<file path="src/verilog/rsic_pkg.sv">
`default_nettype none
package rsic_pkg;
   // Command source selection
   typedef enum logic [1:0] {
      RSIC_SRC_TERM = 2'h0,
      RSIC_SRC_KEYB = 2'h1,
      RSIC_SRC_COMM = 2'h2
   } rsic_src_t;
   // Run state machine, one-hot
   typedef enum logic [3:0] {
      RSIC_ST_STOP = 4'h1,
      RSIC_ST_RUN_RIGHT_INPUT = 4'h2,
      RSIC_ST_RUN_LEFT_INPUT = 4'h4,
      RSIC_ST_TRIP = 4'h8
   } rsic_state_t;
   // Terminal inputs after synchronisation
   typedef struct packed {
      logic run_right;
      logic run_left;
      logic enable;
      logic stop;
      logic reset;
   } rsic_term_t;
   // Commands from keyboard or serial link
   typedef struct packed {
      logic run_right;
      logic run_left;
      logic stop;
      logic reset;
   } rsic_cmd_t;
   // Register map
   localparam logic [3:0] RSIC_OFF_CTRL = 4'h0;
   localparam logic [3:0] RSIC_OFF_STAT = 4'h4;
   localparam logic [3:0] RSIC_OFF_IRQ = 4'h8;
   localparam logic [3:0] RSIC_OFF_MASK = 4'hc;
   // Control field positions
   localparam int RSIC_CTL_EDGE = 0;
   localparam int RSIC_CTL_ENA_ASG = 1;
   localparam int RSIC_CTL_STP_ASG = 2;
   localparam int RSIC_CTL_PROT_OFF = 3;
   localparam int RSIC_CTL_RUN_SRC = 4;
   localparam int RSIC_CTL_RST_SRC = 6;
   localparam logic [7:0] RSIC_CTL_RESET = 8'h06;
   // Event bit positions
   localparam int RSIC_EV_START = 0;
   localparam int RSIC_EV_STOP = 1;
   localparam int RSIC_EV_DENIED = 2;
   localparam int RSIC_EV_CLEARED = 3;
   localparam int RSIC_EV_TRIP = 4;
   localparam int RSIC_NEV = 5;
   localparam logic [4:0] RSIC_MASK_RESET = 5'h00;
endpackage
`default_nettype wire

</file>
<file path="src/verilog/rsic_sync.sv">
`timescale 1ns/10ps
`default_nettype none
// Two-flop synchroniser with a registered previous sample for edge detection
module rsic_sync
(
   // Clock and reset
   input wire logic mclk,
   input wire logic rstn,
   // Asynchronous input
   input wire logic din,
   // Synchronised level and previous sample
   output logic dout,
   output logic dprev
);
   logic s1_r; // First stage, read only by second stage
   // Two stages then one history flop
   always_ff @(posedge mclk)
   begin
      if (!rstn)
      begin
         s1_r <= 1'b0;
         dout <= 1'b0;
         dprev <= 1'b0;
      end
      else
      begin
         s1_r <= din;
         dout <= s1_r;
         dprev <= dout;
      end
   end
endmodule // rsic_sync
`default_nettype wire

</file>
<file path="src/verilog/rsic_regs.sv">
`timescale 1ns/10ps
`default_nettype none
// Register slave: control, status, sticky events, mask
module rsic_regs
(
   // Clock and reset
   input wire logic mclk,
   input wire logic rstn,
   // Register port
   input wire logic [3:0] addr,
   input wire logic [31:0] wdata,
   input wire logic wr,
   input wire logic rd,
   output logic [31:0] rdata,
   // Block side
   input wire logic [rsic_pkg::RSIC_NEV-1:0] events,
   input wire logic [7:0] status,
   output logic [7:0] ctrl_r,
   output logic irq
);
   logic [rsic_pkg::RSIC_NEV-1:0] irq_r; // Sticky events
   logic [rsic_pkg::RSIC_NEV-1:0] mask_r; // Interrupt mask
   logic [31:0] rd_nxt; // Read mux
   wire sel_ctrl = addr == rsic_pkg::RSIC_OFF_CTRL;
   wire sel_stat = addr == rsic_pkg::RSIC_OFF_STAT;
   wire sel_irq = addr == rsic_pkg::RSIC_OFF_IRQ;
   wire sel_mask = addr == rsic_pkg::RSIC_OFF_MASK;
   wire irq_rdclr = rd && sel_irq;
   assign rd_nxt = sel_ctrl ? {24'h0, ctrl_r} :
                   sel_stat ? {24'h0, status} :
                   sel_irq ? {27'h0, irq_r} :
                   sel_mask ? {27'h0, mask_r} : 32'h0;
   assign irq = |(irq_r & mask_r);
   // Writes; events win over read clear
   always_ff @(posedge mclk)
   begin
      if (!rstn)
      begin
         ctrl_r <= rsic_pkg::RSIC_CTL_RESET;
         mask_r <= rsic_pkg::RSIC_MASK_RESET;
         irq_r <= '0;
         rdata <= 32'h0;
      end
      else
      begin
         if (wr && sel_ctrl)
            ctrl_r <= wdata[7:0];
         if (wr && sel_mask)
            mask_r <= wdata[rsic_pkg::RSIC_NEV-1:0];
         irq_r <= (irq_rdclr ? '0 : irq_r) | events;
         rdata <= rd ? rd_nxt : 32'h0;
      end
   end
endmodule // rsic_regs
`default_nettype wire

</file>
<file path="src/verilog/rsic_top.sv">
`timescale 1ns/10ps
`default_nettype none
// Overview of operation
// - Command source selectable: terminal, keyboard, serial
// - One input runs, another resets trip
// - Run accepted only while enable high
// - Enable low stops drive at once
// - Unassigned enable counts as always active
// - Stop low halts; run needs stop high
// - Trip cleared by reset rising edge
// - Level mode restarts if run held
// - Edge mode waits for fresh run edge
// - Held reset input enables automatic reset
// - No automatic reset from keyboard or serial
// - Level mode: run active while high
// - Level mode: both run inputs stop drive
// - Edge mode selected; run triggered by transition
// - Edge mode needs enable and stop continuously
// - Edge mode: latest run edge wins
// - Start refused with warning if DC loaded
module rsic_top
(
   // Clock and reset
   input wire logic mclk,
   input wire logic rstn,
   // Terminal digital inputs from the field
   input wire logic run_right_input,
   input wire logic run_left_input,
   input wire logic enable_input,
   input wire logic stop_input,
   input wire logic reset_input,
   // Keyboard and serial commands, same clock
   input wire rsic_pkg::rsic_cmd_t keyb_cmd,
   input wire rsic_pkg::rsic_cmd_t comm_cmd,
   // Drive side status
   input wire logic trip_in,
   input wire logic dc_loaded,
   // Register port
   input wire logic [3:0] addr,
   input wire logic [31:0] wdata,
   input wire logic wr,
   input wire logic rd,
   output logic [31:0] rdata,
   // Drive control outputs
   output logic drive_enable,
   output logic run_fwd,
   output logic run_rev,
   output logic trip_clear,
   output logic auto_reset_en,
   output logic start_denied,
   output logic irq
);
   rsic_pkg::rsic_term_t cur; // Synchronised samples
   rsic_pkg::rsic_term_t prv; // Previous samples
   rsic_pkg::rsic_state_t state_r, state_nxt; // Run state
   logic [7:0] ctrl_r; // Control register
   logic [rsic_pkg::RSIC_NEV-1:0] events; // Event pulses
   logic edge_sel_r; // Last run edge: 1 right, 0 left
   logic edge_sel_nxt;
   logic edge_pend_r; // Edge command pending
   logic edge_pend_nxt;
   logic trip_clear_nxt;
   logic start_denied_nxt;
   logic [7:0] status;

   // Synchronise every terminal input
   rsic_sync u_s_rr (.mclk(mclk), .rstn(rstn), .din(run_right_input),
      .dout(cur.run_right), .dprev(prv.run_right));
   rsic_sync u_s_rl (.mclk(mclk), .rstn(rstn), .din(run_left_input),
      .dout(cur.run_left), .dprev(prv.run_left));
   rsic_sync u_s_en (.mclk(mclk), .rstn(rstn), .din(enable_input),
      .dout(cur.enable), .dprev(prv.enable));
   rsic_sync u_s_st (.mclk(mclk), .rstn(rstn), .din(stop_input),
      .dout(cur.stop), .dprev(prv.stop));
   rsic_sync u_s_rs (.mclk(mclk), .rstn(rstn), .din(reset_input),
      .dout(cur.reset), .dprev(prv.reset));

   // Configuration fields
   wire edge_mode = ctrl_r[rsic_pkg::RSIC_CTL_EDGE];
   wire ena_asg = ctrl_r[rsic_pkg::RSIC_CTL_ENA_ASG];
   wire stp_asg = ctrl_r[rsic_pkg::RSIC_CTL_STP_ASG];
   wire prot_off = ctrl_r[rsic_pkg::RSIC_CTL_PROT_OFF];
   wire [1:0] run_src = ctrl_r[rsic_pkg::RSIC_CTL_RUN_SRC +: 2];
   wire [1:0] rst_src = ctrl_r[rsic_pkg::RSIC_CTL_RST_SRC +: 2];
   wire run_term = run_src == rsic_pkg::RSIC_SRC_TERM;
   wire rst_term = rst_src == rsic_pkg::RSIC_SRC_TERM;

   // Enable permanently active when not assigned
   wire en_ok = ena_asg ? cur.enable : 1'b1;

   // Run and stop command source selection
   wire src_rr = run_term ? cur.run_right :
                 run_src == rsic_pkg::RSIC_SRC_KEYB ? keyb_cmd.run_right : comm_cmd.run_right;
   wire src_rl = run_term ? cur.run_left :
                 run_src == rsic_pkg::RSIC_SRC_KEYB ? keyb_cmd.run_left : comm_cmd.run_left;
   // Panel sources carry no history sample
   wire src_rr_p = run_term ? prv.run_right : 1'b0;
   wire src_rl_p = run_term ? prv.run_left : 1'b0;
   wire stop_ok = run_term ? (stp_asg ? cur.stop : 1'b1) :
                  run_src == rsic_pkg::RSIC_SRC_KEYB ? !keyb_cmd.stop : !comm_cmd.stop;

   // Reset command source selection
   wire rst_now = rst_term ? cur.reset :
                  rst_src == rsic_pkg::RSIC_SRC_KEYB ? keyb_cmd.reset : comm_cmd.reset;
   wire rst_rise = rst_term ? (cur.reset && !prv.reset) : rst_now;

   // Edge detection on run inputs, either direction counts
   wire rr_edge = src_rr != src_rr_p;
   wire rl_edge = src_rl != src_rl_p;
   // Panel sources have no history, so a high level acts as the edge
   wire edge_any = run_term ? (rr_edge || rl_edge) : (src_rr || src_rl);

   // Level mode request: exactly one run input high
   wire lvl_req = (src_rr ^ src_rl);
   wire lvl_dir = src_rr;

   // Permission to run
   wire permit = en_ok && stop_ok;

   // Requested direction for this cycle
   // Edge mode uses the latched command, level mode the live inputs
   wire req = edge_mode ? edge_pend_r : lvl_req;
   wire req_dir = edge_mode ? edge_sel_r : lvl_dir;

   // Start refusal on loaded link
   // Protection can be overridden from the control register
   wire deny = dc_loaded && !prot_off;

   // Automatic reset only from terminal reset held high
   // A panel source cannot hold its reset, so it never arms automatic reset
   assign auto_reset_en = run_term && rst_term && cur.reset;

   // Edge command latch: most recent edge wins, cleared by loss of permit
   always_comb
   begin
      edge_sel_nxt = edge_sel_r;
      edge_pend_nxt = edge_pend_r;
      if (!permit || !edge_mode || state_r == rsic_pkg::RSIC_ST_TRIP)
         edge_pend_nxt = 1'b0;
      else if (edge_any)
      begin
         edge_pend_nxt = 1'b1;
         if (run_term)
            edge_sel_nxt = rl_edge ? 1'b0 : 1'b1;
         else
            edge_sel_nxt = src_rr;
         // Both inputs moving at once is ambiguous: keep the old direction
         if (run_term && rr_edge && rl_edge)
            edge_sel_nxt = edge_sel_r;
      end
   end

   // Run state machine
   always_comb
   begin
      state_nxt = state_r;
      trip_clear_nxt = 1'b0;
      start_denied_nxt = 1'b0;
      case (state_r)
         rsic_pkg::RSIC_ST_STOP:
         begin
            // A trip takes priority over any start request
            if (trip_in)
               state_nxt = rsic_pkg::RSIC_ST_TRIP;
            else if (permit && req)
            begin
               if (deny)
                  start_denied_nxt = 1'b1;
               else
                  state_nxt = req_dir ? rsic_pkg::RSIC_ST_RUN_RIGHT_INPUT : rsic_pkg::RSIC_ST_RUN_LEFT_INPUT;
            end
         end
         rsic_pkg::RSIC_ST_RUN_RIGHT_INPUT, rsic_pkg::RSIC_ST_RUN_LEFT_INPUT:
         begin
            if (trip_in)
               state_nxt = rsic_pkg::RSIC_ST_TRIP;
            // Losing permission or request stops; a new direction turns round
            else if (!permit || !req)
               state_nxt = rsic_pkg::RSIC_ST_STOP;
            else if (req_dir != (state_r == rsic_pkg::RSIC_ST_RUN_RIGHT_INPUT))
               state_nxt = req_dir ? rsic_pkg::RSIC_ST_RUN_RIGHT_INPUT : rsic_pkg::RSIC_ST_RUN_LEFT_INPUT;
         end
         rsic_pkg::RSIC_ST_TRIP:
         begin
            // Manual reset edge, or automatic reset once the fault has gone
            if (rst_rise || (auto_reset_en && !trip_in))
            begin
               trip_clear_nxt = 1'b1;
               state_nxt = rsic_pkg::RSIC_ST_STOP;
            end
         end
         default:
            state_nxt = rsic_pkg::RSIC_ST_STOP;
      endcase
   end

   // State and output registers
   always_ff @(posedge mclk)
   begin
      if (!rstn)
      begin
         state_r <= rsic_pkg::RSIC_ST_STOP;
         edge_sel_r <= 1'b0;
         edge_pend_r <= 1'b0;
         trip_clear <= 1'b0;
         start_denied <= 1'b0;
      end
      else
      begin
         state_r <= state_nxt;
         edge_sel_r <= edge_sel_nxt;
         edge_pend_r <= edge_pend_nxt;
         trip_clear <= trip_clear_nxt;
         start_denied <= start_denied_nxt;
      end
   end

   // Drive outputs; enable loss gates output combinationally
   assign run_fwd = state_r == rsic_pkg::RSIC_ST_RUN_RIGHT_INPUT;
   assign run_rev = state_r == rsic_pkg::RSIC_ST_RUN_LEFT_INPUT;
   assign drive_enable = (run_fwd || run_rev) && en_ok && stop_ok;

   // Events for the sticky register
   assign events[rsic_pkg::RSIC_EV_START] = state_r == rsic_pkg::RSIC_ST_STOP &&
      (state_nxt == rsic_pkg::RSIC_ST_RUN_RIGHT_INPUT || state_nxt == rsic_pkg::RSIC_ST_RUN_LEFT_INPUT);
   assign events[rsic_pkg::RSIC_EV_STOP] = (run_fwd || run_rev) &&
      state_nxt == rsic_pkg::RSIC_ST_STOP;
   assign events[rsic_pkg::RSIC_EV_DENIED] = start_denied_nxt;
   assign events[rsic_pkg::RSIC_EV_CLEARED] = trip_clear_nxt;
   assign events[rsic_pkg::RSIC_EV_TRIP] = state_r != rsic_pkg::RSIC_ST_TRIP &&
      state_nxt == rsic_pkg::RSIC_ST_TRIP;

   // Status word: spare bits, mode, automatic reset armed, one-hot state
   assign status = {2'h0, edge_mode, auto_reset_en, state_r};

   // Register slave
   rsic_regs u_regs (
      .mclk(mclk), .rstn(rstn), .addr(addr), .wdata(wdata), .wr(wr), .rd(rd),
      .rdata(rdata), .events(events), .status(status), .ctrl_r(ctrl_r), .irq(irq));

   // Enable loss drops the drive output in the same cycle
   a_enable_drop: assert property (@(posedge mclk) disable iff (!rstn)
      !en_ok |-> !drive_enable) else $error("drive enabled without enable");
   // Stop low drops the drive output
   a_stop_drop: assert property (@(posedge mclk) disable iff (!rstn)
      !stop_ok |-> !drive_enable) else $error("drive enabled with stop low");
   // No start without enable
   a_start_needs_en: assert property (@(posedge mclk) disable iff (!rstn)
      (state_r == rsic_pkg::RSIC_ST_STOP && !en_ok) |=> !run_fwd && !run_rev)
      else $error("started without enable");
   // Both level inputs high stops
   a_both_stop: assert property (@(posedge mclk) disable iff (!rstn)
      (!edge_mode && src_rr && src_rl && !trip_in) |=> !run_fwd && !run_rev)
      else $error("running with both run inputs");
   // Denied start stays stopped and warns
   a_deny_start: assert property (@(posedge mclk) disable iff (!rstn)
      (state_r == rsic_pkg::RSIC_ST_STOP && deny && permit && req && !trip_in)
      |=> start_denied && !run_fwd && !run_rev) else $error("start not denied");
   // Reset rising edge clears trip
   a_reset_clear: assert property (@(posedge mclk) disable iff (!rstn)
      (state_r == rsic_pkg::RSIC_ST_TRIP && rst_rise) |=> trip_clear)
      else $error("trip not cleared");
   // No auto reset from non terminal sources
   a_auto_src: assert property (@(posedge mclk) disable iff (!rstn)
      !run_term |-> !auto_reset_en) else $error("auto reset from panel source");
   // Edge mode stays stopped after trip clear without new edge
   a_edge_wait: assert property (@(posedge mclk) disable iff (!rstn)
      (edge_mode && trip_clear && !edge_any) |=> !run_fwd && !run_rev)
      else $error("edge mode restarted without edge");
   // Level mode restarts after clear if run held
   a_level_restart: assert property (@(posedge mclk) disable iff (!rstn)
      (!edge_mode && trip_clear && lvl_req && permit && !deny && !trip_in
       && $stable(ctrl_r)) |=> run_fwd || run_rev) else $error("level no restart");

   // Checks on source selection, trip handling and the edge latch
   // Keyboard source starts the drive in level mode
   a_keyb_run: assert property (@(posedge mclk) disable iff (!rstn)
      (state_r == rsic_pkg::RSIC_ST_STOP && run_src == rsic_pkg::RSIC_SRC_KEYB && !edge_mode
       && keyb_cmd.run_right && !keyb_cmd.run_left && permit && !deny && !trip_in)
      |=> run_fwd) else $error("keyboard run ignored");

   // Unassigned enable never gates the drive output
   a_free_enable: assert property (@(posedge mclk) disable iff (!rstn)
      (!ena_asg && stop_ok && run_fwd) |-> drive_enable) else $error("enable not free");

   // A fault always leads into the trip state
   a_trip_entry: assert property (@(posedge mclk) disable iff (!rstn)
      (trip_in && state_r != rsic_pkg::RSIC_ST_TRIP) |=> state_r == rsic_pkg::RSIC_ST_TRIP)
      else $error("trip not entered");

   // Trip holds until a reset edge or automatic reset
   a_trip_hold: assert property (@(posedge mclk) disable iff (!rstn)
      (state_r == rsic_pkg::RSIC_ST_TRIP && !rst_rise && !auto_reset_en)
      |=> state_r == rsic_pkg::RSIC_ST_TRIP) else $error("trip left without reset");

   // Held terminal reset clears the trip once the fault is gone
   a_auto_clear: assert property (@(posedge mclk) disable iff (!rstn)
      (state_r == rsic_pkg::RSIC_ST_TRIP && auto_reset_en && !trip_in)
      |=> trip_clear && state_r == rsic_pkg::RSIC_ST_STOP) else $error("no automatic reset");

   // Right run input alone high starts the right direction
   a_level_run: assert property (@(posedge mclk) disable iff (!rstn)
      (state_r == rsic_pkg::RSIC_ST_STOP && !edge_mode && lvl_req && lvl_dir && permit
       && !deny && !trip_in) |=> run_fwd) else $error("level run ignored");

   // Level mode with no run input high never runs
   a_level_idle: assert property (@(posedge mclk) disable iff (!rstn)
      (!edge_mode && !src_rr && !src_rl) |=> !run_fwd && !run_rev)
      else $error("running without run input");

   // Pending edge command starts the drive
   a_edge_start: assert property (@(posedge mclk) disable iff (!rstn)
      (state_r == rsic_pkg::RSIC_ST_STOP && edge_mode && edge_pend_r && permit && !deny
       && !trip_in) |=> run_fwd || run_rev) else $error("edge start ignored");

   // A lone right edge selects the right direction
   a_edge_latest: assert property (@(posedge mclk) disable iff (!rstn)
      (edge_mode && run_term && permit && state_r != rsic_pkg::RSIC_ST_TRIP && rr_edge
       && !rl_edge) |=> edge_sel_r && edge_pend_r) else $error("right edge not latched");

   // Newer left edge turns a right run around
   a_dir_swap: assert property (@(posedge mclk) disable iff (!rstn)
      (state_r == rsic_pkg::RSIC_ST_RUN_RIGHT_INPUT && edge_mode && edge_pend_r && !edge_sel_r
       && permit && !trip_in) |=> run_rev) else $error("direction not swapped");

   // Loss of permission drops the edge command and the run
   a_edge_drop: assert property (@(posedge mclk) disable iff (!rstn)
      (edge_mode && !permit) |=> !edge_pend_r && !run_fwd && !run_rev)
      else $error("edge command kept");

   // Panel reset source never arms automatic reset
   a_reset_src: assert property (@(posedge mclk) disable iff (!rstn)
      !rst_term |-> !auto_reset_en) else $error("auto reset from panel reset");

   // Synchronised level lags its pin by two edges
   a_sync_delay: assert property (@(posedge mclk) disable iff (!rstn)
      ($past(rstn) && $past(rstn, 2)) |-> cur.enable == $past(enable_input, 2))
      else $error("sync latency wrong");

   // Previous sample is the synchronised level one edge back
   a_edge_history: assert property (@(posedge mclk) disable iff (!rstn)
      $past(rstn) |-> prv.stop == $past(cur.stop)) else $error("history sample wrong");
endmodule // rsic_top
`default_nettype wire

</file>
<file path="config.mk">
export PLATFORM = sky130hd
export DESIGN_NAME = rsic_top
export DESIGN_NICKNAME = d
export VERILOG_FILES = /design/src/verilog/rsic_pkg.sv /design/src/verilog/rsic_sync.sv /design/src/verilog/rsic_regs.sv /design/src/verilog/rsic_top.sv
export SDC_FILE = /design/constraint.sdc
export NUM_CORES = 1
export LEC_CHECK = 0
export BUFFER_PORTS_ARGS = -buffer_cell sky130_fd_sc_hd__buf_2
export CAP_MARGIN = 25
export CORE_UTILIZATION = 44
export CTS_CLUSTER_SIZE = 40
export DETAILED_ROUTE_END_ITERATION = 6
export PLACE_DENSITY_LB_ADDON = 0.15
export RECOVER_POWER = 100
export REMOVE_ABC_BUFFERS = 1
export SLEW_MARGIN = 5
export SYNTH_ARGS = -nofsm -noshare
export SYNTH_HDL_FRONTEND = slang
export SYNTH_SLANG_ARGS = --single-unit
</file>
<file path="constraint.sdc">
create_clock -name mclk -period 5.77 [get_ports mclk]
set_clock_uncertainty 0.05 [all_clocks]
set_input_delay 0.577 -clock mclk [delete_from_list [all_inputs] [get_ports mclk]]
set_output_delay 0.577 -clock mclk [all_outputs]
set_load 0.05 [all_outputs]
</file>
* Word-level counts from Yosys, hierarchy flattened
Index checks and enable logic that the tools add are counted. Widths: inputs -> output; s select.
Operators by class: eq/ne operators 17, multiplexer cells 37, bitwise operators 7, reduce and logical (&&, ||, !) cells 42
Operators by type and width (number):
- $mux 4 | 7
- $mux 8 | 3
- $mux 1 | 23
- $logic_and 1x1->1 | 17
- $eq 4x4->1 const B | 4
- $eq 4x3->1 const B | 3
- $pmux 4 s3 | 1
- $mux 5 | 2
- $reduce_or 5->1 | 2
- $eq 4x1->1 const B | 2
- $eq 4x2->1 const B | 2
- $logic_not 1->1 | 8
- $logic_or 1x1->1 | 8
- $and 5x5->5 | 1
- $or 5x5->5 | 1
- $eq 2x1->1 const B | 2
- $logic_not 2->1 | 2
- $logic_not 4->1 | 1
- $ne 4x4->1 const B | 1
- $not 1->1 | 4
- $reduce_or 2->1 | 2
- $mux 3 | 1
- $ne 1x1->1 | 3
- $reduce_and 3->1 | 1
- 2 further kinds | 2
Word-level totals: bits in registers 71, bits of input ports 55, output and inout port bits 39, word-level logic and storage cells 126

* Logic depth before layout (Yosys ltp)
Gate-level depths: netlist of the first run.
word-level depth 14, depth in mapped cells 6, depth with buffers taken out 5

* Hierarchy
Synthesis of the first run repeated with hierarchy kept, for this count alone.
Unflattened totals: cell total of the unflattened synthesis 281, area, all modules 2481.1 um^2
Modules (own cells, without submodules):
- rsic_regs | times used 1, cells an instance 149, area each 1305.0 um^2, sequential area each 520.5 um^2
- rsic_top | times used 1, cells an instance 102, area each 782.0 um^2, sequential area each 160.2 um^2
- rsic_sync | times used 5, cells an instance 6, area each 78.8 um^2, sequential area each 60.1 um^2

* Worst setup path after synthesis of the first run
OpenSTA, ideal clock, no wires.
path kind input -> output, start point in comm_cmd[1] (netlist name), end point out drive_enable, arrival time 2538 ps, slack 2605 ps, stages 4, path buffers 0, cell sequence nand2_1 > o21ai_0 > or2_2 > nor4_1
On the way: cells in the longest elaborated chain, start to end 4
Ends and longest elaborated chain:
- start: declaration | RTL line rsic_top.sv:34 | input wire rsic_pkg::rsic_cmd_t comm_cmd,
- $logic_not 1->1 | RTL line rsic_top.sv:100 | run_src == rsic_pkg::RSIC_SRC_KEYB ? !keyb_cmd.stop : !comm_cmd.stop;
- $mux 1 | RTL line rsic_top.sv:100
- $mux 1 | RTL line rsic_top.sv:99 | wire stop_ok = run_term ? (stp_asg ? cur.stop : 1'b1) :
- $logic_and 1x1->1 | RTL line rsic_top.sv:221 | assign drive_enable = (run_fwd || run_rev) && en_ok && stop_ok;
- end: declaration | RTL line rsic_top.sv:45 | output logic drive_enable,
Every way passes these cells.

* Worst setup path in the final report of the first run
start point reg u_regs.ctrl_r[5], end point out drive_enable
On the way: cells in the longest elaborated chain, start to end 4, elaborated cells on any way between the ends 5
Ends and longest elaborated chain:
- start: declaration | RTL line rsic_regs.sv:18 | output logic [7:0] ctrl_r,
- start signal: assignment | RTL line rsic_regs.sv:39 | ctrl_r <= rsic_pkg::RSIC_CTL_RESET;
- start signal: assignment | RTL line rsic_regs.sv:47 | ctrl_r <= wdata[7:0];
- $eq 2x1->1 | RTL line rsic_top.sv:100
- $mux 1 | RTL line rsic_top.sv:100
- $mux 1 * | RTL line rsic_top.sv:99
- $logic_and 1x1->1 * | RTL line rsic_top.sv:221
Mark *: on every way between the ends. The rest lies on a longest branch, timed or not.

==> results.md, run 1 <==
* Synth Area in Compound Gates at 0.113
* Final worst-path setup slack at around 2.9 ns
* Vias in the first global route at 1,583
* Endpoints failing setup at 0
* Layout fillers at 498
* Htree depth at 2
* Max Fanout on Critical Path at 10
* Total GRT Usage at 0.183
* Crit path time final at about 2.9 ns
* Simple-Gate Fraction of Synth Area at 0.223
* Combinational family with the most area after synthesis: simple AND/OR/NAND/NOR gates
* RePlAce Congestion at between 0.7 and 0.8
* Dominant synthesized flop cell: dfxtp_1
* Unrepaired setup endpoints after global routing: no
* Multi-input logic area at around 0.0012 mm2
* Maximum VDD drop at between 0.1 and 0.15 mV
* DRT antenna net count at 0
* Yosys warns at 0
* Xor and xnor area share after synthesis at 0.0251
* # placed instances at ~340
* Tcrit/Tclk final at 0.496
* Post-cts resize count at 0
* Clk pin slew, worst setup/hold paths at ~0.09 ns
* Initial core utilization at 0.462
* Post-Syn Area at ~0.0024 mm2
* Leak Pwr at between 1 and 1.5 nW
* Netlist cell types at 56
* Final hold vios at 0
* Max-cap violation count at 0
* Layout cell share with drive strength beyond 1 at 0.177
* Max-Slew Margin vs Limit at 0.124
* Final Power at 0.651 mW
* DR WL/cell at ~14 um
* Hold_ws at between 0.3 and 0.4 ns
* Critical path class: flip-flop to output port
* Critical path's top delay family: simple AND/OR/NAND/NOR gates
* Register bit count reported by yosys at 47
* Dpl ws at around 3.4 ns
* Crit-path slowest cell: dfxtp_1
* Post-route design area at around 0.0026 mm2
* Slew Limit Fails at 0
* Area grow syn2layout at 8.01%
* Final wirelength at 4770 um
* Worst-case clock buffer depth at 2
* Clock tree root buffer cell: clkbuf_8
* EDFF count, synth at 0
* HP Class: flip-flop to flip-flop
* Via count at approximately 1,700
* # IOs at 94
* First-pass GRT wire length at around 7700 um
* Nets at between 300 and 400
* Overflow after GRT at 0
* Most frequent cells in the layout: dfxtp_1, buf_2, conb_1
* Slew @ Worst Pin at about 1.3 ns
* Setup TNS at 0 ns
* Worst setup SP type: flip-flop
* DR vias/cell at roughly 5
* CTS tree: yes
* Buf/Inv on CP at 1
* Largest net degree at the start of global routing at 38
* CP arrival at about 2.2 ns
* F_max at approximately 350 MHz
* Clock Latency Late Sink at approximately 0.30 ns
* CP cell instances: nand2b_1 > o21ai_0 > or2_2 > nor4_1 > clkbuf_1
* Async set-reset flop share out of synthesis at 0
* # DRC at 0
* Post CTS Setup Buffer Count at 0
* Placed cell area at 0.00254 mm2
* Delay of the slowest critical-path stage at 0.59 ns
* Post-cts hold buffer count at 0
* Syn Area/Cell at approximately 9.8 um2
* Die H at 75.7 um
* Post-Syn Instances at 243
* Initial antenna violation count at 0
* Adder-Cell Fraction of Synth Area at 0
* CTS Buf Count at 5
* Clk sinks at 47
* Port bufs at 45
* Commonest non-fill, non-tap cell in the layout: dfxtp_1
* Fin util at 0.499
* Critical Path End Type: output port
* Power per standard cell area at around 250 mW/mm2
* Die width at roughly 76 um
* CORE AREA at roughly 0.0052 mm2
* Sequential share of the synthesized area at 0.394
* Die area at around 0.0057 mm2
* Post-DP HPWL at between 3000 and 4000 um
* 1st-iter DRT viols at 77
* Site row count at 26
* Non-Filler Instances at between 300 and 400
* Ant. Diodes at 0
* Worst Path Required at between 5 and 6 ns
* Status: finished clean
* 1st-pass router iterations at 4
* Storage cell area at 941 um2
* Mux cell area share after synthesis at 0.131
[registers in the layout, indices dropped and copies added (netlist names), 4 cells and up]
name           flops
u_regs.ctrl_r      8
u_regs.rdata       8
u_regs.irq_r       5
u_regs.mask_r      5
state_r            4
[cell usage after synthesis (all sizes together) (4+ instances only)]
cell type | n | area share
mux2i | 17 | 0.076
xor2 | 4 | 0.018
nor2 | 8 | 0.013
nor3 | 7 | 0.015
a21oi | 4 | 0.0099
nand2b | 5 | 0.014
and2 | 19 | 0.050
inv | 5 | 0.0079
nor2b | 18 | 0.047
nor4 | 4 | 0.010
mux4 | 5 | 0.049
dfxtp | 47 | 0.39
buf | 31 | 0.095
clkbuf | 6 | 0.0094
o21ai | 5 | 0.010
nand3 | 5 | 0.010
nand2 | 12 | 0.019
[area by class of cell]
cell class / count / share of cell area
clock buffers: 6 / 0.0281
well taps: 70 / 0.0339
repair buffers: 45 / 0.0795
flip-flops and latches: 47 / 0.365
inverters: 5 / 0.00727
multi-input cells: 177 / 0.480
clock inverters: 2 / 0.00630
[cell families (layout without fill, tap and decap cells)]
family / count (synthesis) / after routing
flip-flops: 47 / 47
AO/OA/AOI/OAI: 33 / 33
XOR/XNOR: 6 / 6
multiplexers: 23 / 23
other: 1 / 24
AND/OR/NAND/NOR: 91 / 91
buffers and inverters: 42 / 58
[worst paths after layout]
| check | to | slack [ns] | depth (start not counted) | from |
|---|---|---|---|---|
| hold reg to reg | u_s_rr.dout | 0.39 | 1 | u_s_rr.s1_r |
| setup reg to reg | u_regs.irq_r[2] | 3.25 | 5 | u_regs.ctrl_r[4] |
| hold / removal | u_s_rr.dout | 0.39 | 1 | u_s_rr.s1_r |
| setup / recovery | drive_enable | 2.91 | 5 | u_regs.ctrl_r[5] |
[per-layer routing]
metal	share of wire	vias up	GRT usage
met5	0	-	0
met4	0.0094	0	0.0494
met3	0.049	4	0.0463
met2	0.43	56	0.273
met1	0.51	795	0.264
li1	-	884	-
[power by group]
| group | switching [mW] | leakage [nW] | internal, mW | total, mW |
|---|---|---|---|---|
| registers | 0.0113 | 0.382 | 0.333 | 0.344 |
| logic | 0.0692 | 0.649 | 0.0345 | 0.104 |
| clock network | 0.115 | 0.0418 | 0.0872 | 0.203 |
No activity file was read; power rests on OpenSTA's default activity.
==> run 2, diff against run 1 <==
==> constraint.sdc (replaced) <==
create_clock -name mclk -period 2.6 [get_ports mclk]
set_clock_uncertainty 0.05 [all_clocks]
set_input_delay 0.26 -clock mclk [delete_from_list [all_inputs] [get_ports mclk]]
set_output_delay 0.26 -clock mclk [all_outputs]
set_load 0.05 [all_outputs]
==> results.md, run 2 (synthesis gave the netlist of run 1 again) <==
* # DRC at 0 (unchanged)
* Ant. Diodes at 0 (unchanged)
* Critical path's top delay family: simple AND/OR/NAND/NOR gates
* Clock tree root buffer cell: clkbuf_8
* Post-DP HPWL at 3540 um (+2.5%)
* Crit path time final at 2.41 ns
* Multi-input logic area at 0.00125 mm2 (+0.91%)
* RR Startpoint: u_regs.ctrl_r[4]
* Worst Path Required at 2.29 ns (-2.85 ns)
* DR WL/cell at 13.3 um (-1.9%)
* Hold depth at 2 (+1)
* 1st-pass router iterations at 4 (unchanged)
* Cell depth of the worst setup path at 5 (unchanged)
* Status: finished clean
* Slew Limit Fails at 0 (unchanged)
* Commonest non-fill, non-tap cell in the layout: dfxtp_1
* Clock Latency Late Sink at 0.30 ns (about the same)
* 1st-iter DRT viols at 72 (-6.5%)
* Site row count at 26 (unchanged)
* HP Start: reset_input
* Final wirelength at 4680 um (-1.9%)
* Die H at 75.7 um (unchanged)
* Via count at 1,730 (-0.52%)
* CP arrival at 2.10 ns (-0.13 ns)
* Max-Slew Margin vs Limit at 0.462 (+0.339)
* Worst reg2reg endpoint: u_regs.irq_r[2]
* R2R depth at 5 (unchanged)
* Critical path startpoint: u_regs.ctrl_r[5]
* Power per standard cell area at 548 mW/mm2 (+120%)
* Max-cap violation count at 0 (unchanged)
* Storage cell area at 941 um2 (unchanged)
* Delay of the slowest critical-path stage at 0.61 ns (+0.02 ns)
* Post-cts hold buffer count at 0 (unchanged)
* Clk pin slew, worst setup/hold paths at 0.09 ns (about the same)
* Most frequent cells in the layout: dfxtp_1, buf_2, conb_1
* Unrepaired setup endpoints after global routing: no
* Clk sinks at 47 (unchanged)
* Initial antenna violation count at 0 (unchanged)
* Crit-path slowest cell: dfxtp_1
* F_max at between 400 and 500 MHz
* Worst-case clock buffer depth at 2 (unchanged)
* Final worst-path setup slack at 0.185 ns (-2.72 ns)
* Overflow after GRT at 0 (unchanged)
* Post CTS Setup Buffer Count at 0 (unchanged)
* Worst setup SP type: flip-flop
* Biggest regs: u_regs.ctrl_r x8, u_regs.rdata x8
* DRT antenna net count at 0 (unchanged)
* Area grow syn2layout at 8.43%
* Htree depth at 2 (unchanged)
* First-pass GRT wire length at 7690 um (+0.18%)
* WHS Endpoint: u_s_rs.s1_r
* Layout cell share with drive strength beyond 1 at 0.184 (+0.00709)
* Tcrit/Tclk final at 0.929
* Initial core utilization at 0.462 (unchanged)
* Placed cell area at 0.00255 mm2 (+0.30%)
* CORE AREA at 0.00517 mm2 (unchanged)
* Maximum VDD drop at 0.304 mV (+110%)
* CTS tree: yes
* # IOs at 94 (unchanged)
* Slew @ Worst Pin at 0.806 ns (-0.508 ns)
* Dpl ws at 0.470 ns (-2.92 ns)
* Vias in the first global route at 1,564 (-1.2%)
* Final Power at 1.42 mW (+120%)
* Final hold vios at 0 (unchanged)
* Nets at 337 (+0.30%)
* Critical path class: flip-flop to output port
* Post-route design area at 0.00259 mm2 (+0.39%)
* CTS Buf Count at 5 (unchanged)
* DR vias/cell at 4.91 (-0.52%)
* Endpoints failing setup at 0 (unchanged)
* Layout fillers at 548 (+10%)
* Critical Path End Type: output port
* Port bufs at 45 (unchanged)
* Largest net degree at the start of global routing at 24 (-37%)
* Total GRT Usage at 0.185 (+0.00155)
* HP Class: input pin to flip-flop
* Die area at 0.00573 mm2 (unchanged)
* Die width at 75.7 um (unchanged)
* RePlAce Congestion at 0.765 (about the same)
* Buf/Inv on CP at 1 (unchanged)
* CP cell instances: or4b_1 > o21ai_0 > or2_2 > nor4_1 > clkbuf_2
* Max Fanout on Critical Path at 10 (unchanged)
* Flop2flop setup slack at 0.39 ns (-2.86 ns)
* Post-cts resize count at 0 (unchanged)
* Leak Pwr at 1.08 nW (+0.67%)
run 2: cell count changes in the layout (fill, tap and decap cells not counted), sizes merged:
cell	before	now
clkinv	0	2
clkinvlp	1	0
inv	6	5
run 2: where the power goes:
part / internal, mW / switching [mW] / leakage, nW / total, mW
Sequential: 0.739 / 0.0244 / 0.382 / 0.763
Clock: 0.184 / 0.241 / 0.0440 / 0.425
Combinational: 0.0772 / 0.155 / 0.654 / 0.232
run 2: per-layer routing:
metal	global-route usage	routed length (um)	vias up
li1	-	-	886
met3	0.0437	287	4
met4	0.0494	40	0
met5	0	0	-
met2	0.274	1920	64
met1	0.269	2430	776
run 2: per-stage QoR:
stage	cells	TNS, ns	hold slack [ns]	util
5_1_grt	352	0	0.0934	0.501
4_1_cts	352	0	0.105	0.508
3_5_place_dp	345	0	0.369	0.493
2_1_floorplan	229	-0.266	0.272	-
6_report	352	0	0.109	0.501
3_3_place_gp	345	0	0.364	0.493
run 2: area by class of cell:
class	count	area share
inverters	5	0.00724
clock buffers	5	0.0266
flip-flops and latches	47	0.363
clock inverters	2	0.00531
multi-input cells	177	0.483
repair buffers	46	0.0811
well taps	70	0.0338
run 2: how the worst max path moves through the flow:
stage / end
after floorplan: drive_enable
after global placement: u_regs.irq_r[1]
after detailed placement: u_regs.irq_r[2]
after CTS: drive_enable
after global routing: drive_enable
final: drive_enable
==> run 3, diff against run 2 <==
--- a/config.mk
+++ b/config.mk
@@ -8,6 +8,7 @@
 export BUFFER_PORTS_ARGS = -buffer_cell sky130_fd_sc_hd__buf_2
 export CAP_MARGIN = 25
 export CORE_UTILIZATION = 44
+export CTS_CLUSTER_DIAMETER = 40
 export CTS_CLUSTER_SIZE = 40
 export DETAILED_ROUTE_END_ITERATION = 6
 export PLACE_DENSITY_LB_ADDON = 0.15
==> constraint.sdc (replaced) <==
create_clock -name mclk -period 2.6 [get_ports mclk]
set_clock_uncertainty 0.05 [all_clocks]
set_input_delay 0.39 -clock mclk [delete_from_list [all_inputs] [get_ports mclk]]
set_output_delay 0.39 -clock mclk [all_outputs]
set_load 0.05 [all_outputs]
==> results.md, run 3 (synthesis gave the netlist of run 1 again) <==
* Status: finished clean
* CORE AREA at 0.00517 mm2 (unchanged)
* DR vias/cell at 4.88 (-0.73%)
* Nets at 339 (+0.59%)
* Via count at 1,732 (+0.12%)
* Endpoints failing setup at 0 (unchanged)
* 1st-iter DRT viols at 113 (+57%)
* Slew @ Worst Pin at 0.747 ns (-0.0594 ns)
* Power per standard cell area at 561 mW/mm2 (+2.3%)
* Die width at 75.7 um (unchanged)
* Fin util at 0.506 (+0.00484)
* CTS Buf Count at 5 (unchanged)
* CP arrival at 1.94 ns (-0.16 ns)
* Layout cell share with drive strength beyond 1 at 0.196 (+0.0121)
* # DRC at 0 (unchanged)
* Ant. Diodes at 0 (unchanged)
* Max-Slew Margin vs Limit at 0.488 (+0.0253)
* CTS tree: yes
* Worst setup SP type: flip-flop
* Non-Filler Instances at 355 (+0.85%)
* Final hold vios at 0 (unchanged)
* Clk pin slew, worst setup/hold paths at 0.09 ns (about the same)
* Maximum VDD drop at 0.323 mV (+6.2%)
* Htree depth at 2 (unchanged)
* Placed cell area at 0.00256 mm2 (+0.59%)
* Clk sinks at 47 (unchanged)
* Tcrit/Tclk final at 0.917 (-0.0119)
* Area grow syn2layout at 9.48%
* Initial core utilization at 0.462 (unchanged)
* Initial antenna violation count at 0 (unchanged)
* Unrepaired setup endpoints after global routing: no
* HP Class: input pin to flip-flop
* Crit path time final at 2.38 ns (-0.0309 ns)
* Worst-case clock buffer depth at 2 (unchanged)
* Max-cap violation count at 0 (unchanged)
* Layout fillers at 534 (-2.6%)
* Slew Limit Fails at 0 (unchanged)
* F_max at 419 MHz (+1.3%)
* Critical Path End Type: output port
* Post-route design area at 0.00262 mm2 (+0.97%)
* Die H at 75.7 um (unchanged)
* Commonest non-fill, non-tap cell in the layout: dfxtp_1
* Critical path class: flip-flop to output port
* DR WL/cell at 13.5 um (+1.7%)
* Most frequent cells in the layout: dfxtp_1, buf_2, conb_1
* Final Power at 1.47 mW (+3.3%)
* DRT antenna net count at 0 (unchanged)
* First-pass GRT wire length at 7730 um (+0.45%)
* Die area at 0.00573 mm2 (unchanged)
* Port bufs at 45 (unchanged)
* Worst Path Required at 2.16 ns (-0.13 ns)
* Overflow after GRT at 0 (unchanged)
* Post-DP HPWL at 3580 um (+1.1%)
* Site row count at 26 (unchanged)
* RePlAce Congestion at 0.760 (-0.63%)
* Leak Pwr at 1.10 nW (+1.8%)
* # IOs at 94 (unchanged)
* Largest net degree at the start of global routing at 17 (-29%)
* Max Fanout on Critical Path at 6 (-4)
* Total GRT Usage at 0.187 (+0.00222)
* Vias in the first global route at 1,573 (+0.58%)
* Final wirelength at 4800 um (+2.6%)
* 1st-pass router iterations at 4 (unchanged)
* Clock tree root buffer cell: clkbuf_8
* # placed instances at 347 (+0.58%)
* Post-cts hold buffer count at 0 (unchanged)
* Clock Latency Late Sink at 0.30 ns (about the same)
* Biggest regs: u_regs.ctrl_r x8, u_regs.rdata x8
* Setup TNS at 0 ns (unchanged)
-- run 3: cell count changes in the layout (fill, tap and decap cells not counted), sizes merged --
cell	delta
inv	+1
clkinv	-1
clkbuf	+1
buf	+2
-- run 3: per-layer routing --
metal	up-vias	GRT usage	part of all wire
met5	-	0	0
met4	0	0.0741	0.0094
met3	4	0.0423	0.049
met2	58	0.278	0.43
met1	779	0.264	0.51
li1	891	-	-
-- run 3: path summary, 6_finish.rpt --
path / start / to / slack, ns / cells after the start
min: stop_input / u_s_st.s1_r / 0.24 / 2
max reg2reg: u_regs.ctrl_r[4] / start_denied / 0.24 / 5
min reg2reg: u_s_rl.s1_r / u_s_rl.dout / 0.39 / 1
max: u_regs.ctrl_r[5] / drive_enable / 0.22 / 6
-- run 3: critical path, stage by stage, from the launching register on --
cell and delay, ns:
dfxtp_1 0.38, buf_4 0.19, nand2_1 0.06, o21ai_0 0.09, or2_2 0.36, nor4_1 0.24, clkbuf_2 0.32
-- run 3: area by class of cell --
type / instances / area (um2) / share of cell area
clock buffers: 6 / 82.6 / 0.0316
clock inverters: 2 / 13.8 / 0.00526
inverters: 5 / 18.8 / 0.00717
multi-input cells: 177 / 1250 / 0.476
flip-flops and latches: 47 / 942 / 0.360
well taps: 70 / 87.6 / 0.0335
repair buffers: 48 / 225 / 0.0861
-- run 3: stage by stage --
step                setup slack [ns]  hold WS (ns)
CTS                            0.107         0.226
detailed placement             0.477         0.369
global placement               0.430         0.364
global route                  0.0560         0.221
floorplan                     -0.396         0.362
finish                         0.216         0.236
-- run 3: power by group --
group          total [mW]  internal, mW  switching, mW
combinational       0.233        0.0779          0.155
clock               0.472         0.218          0.254
sequential          0.764         0.739         0.0244
-- run 3: timing repair --
action / 4_1_cts / 5_1_grt
resized for setup: 0 / 1
buffers inserted: 0 / 0
setup endpoints to repair: 0 / 1
endpoints found under the hold margin: 0 / 0
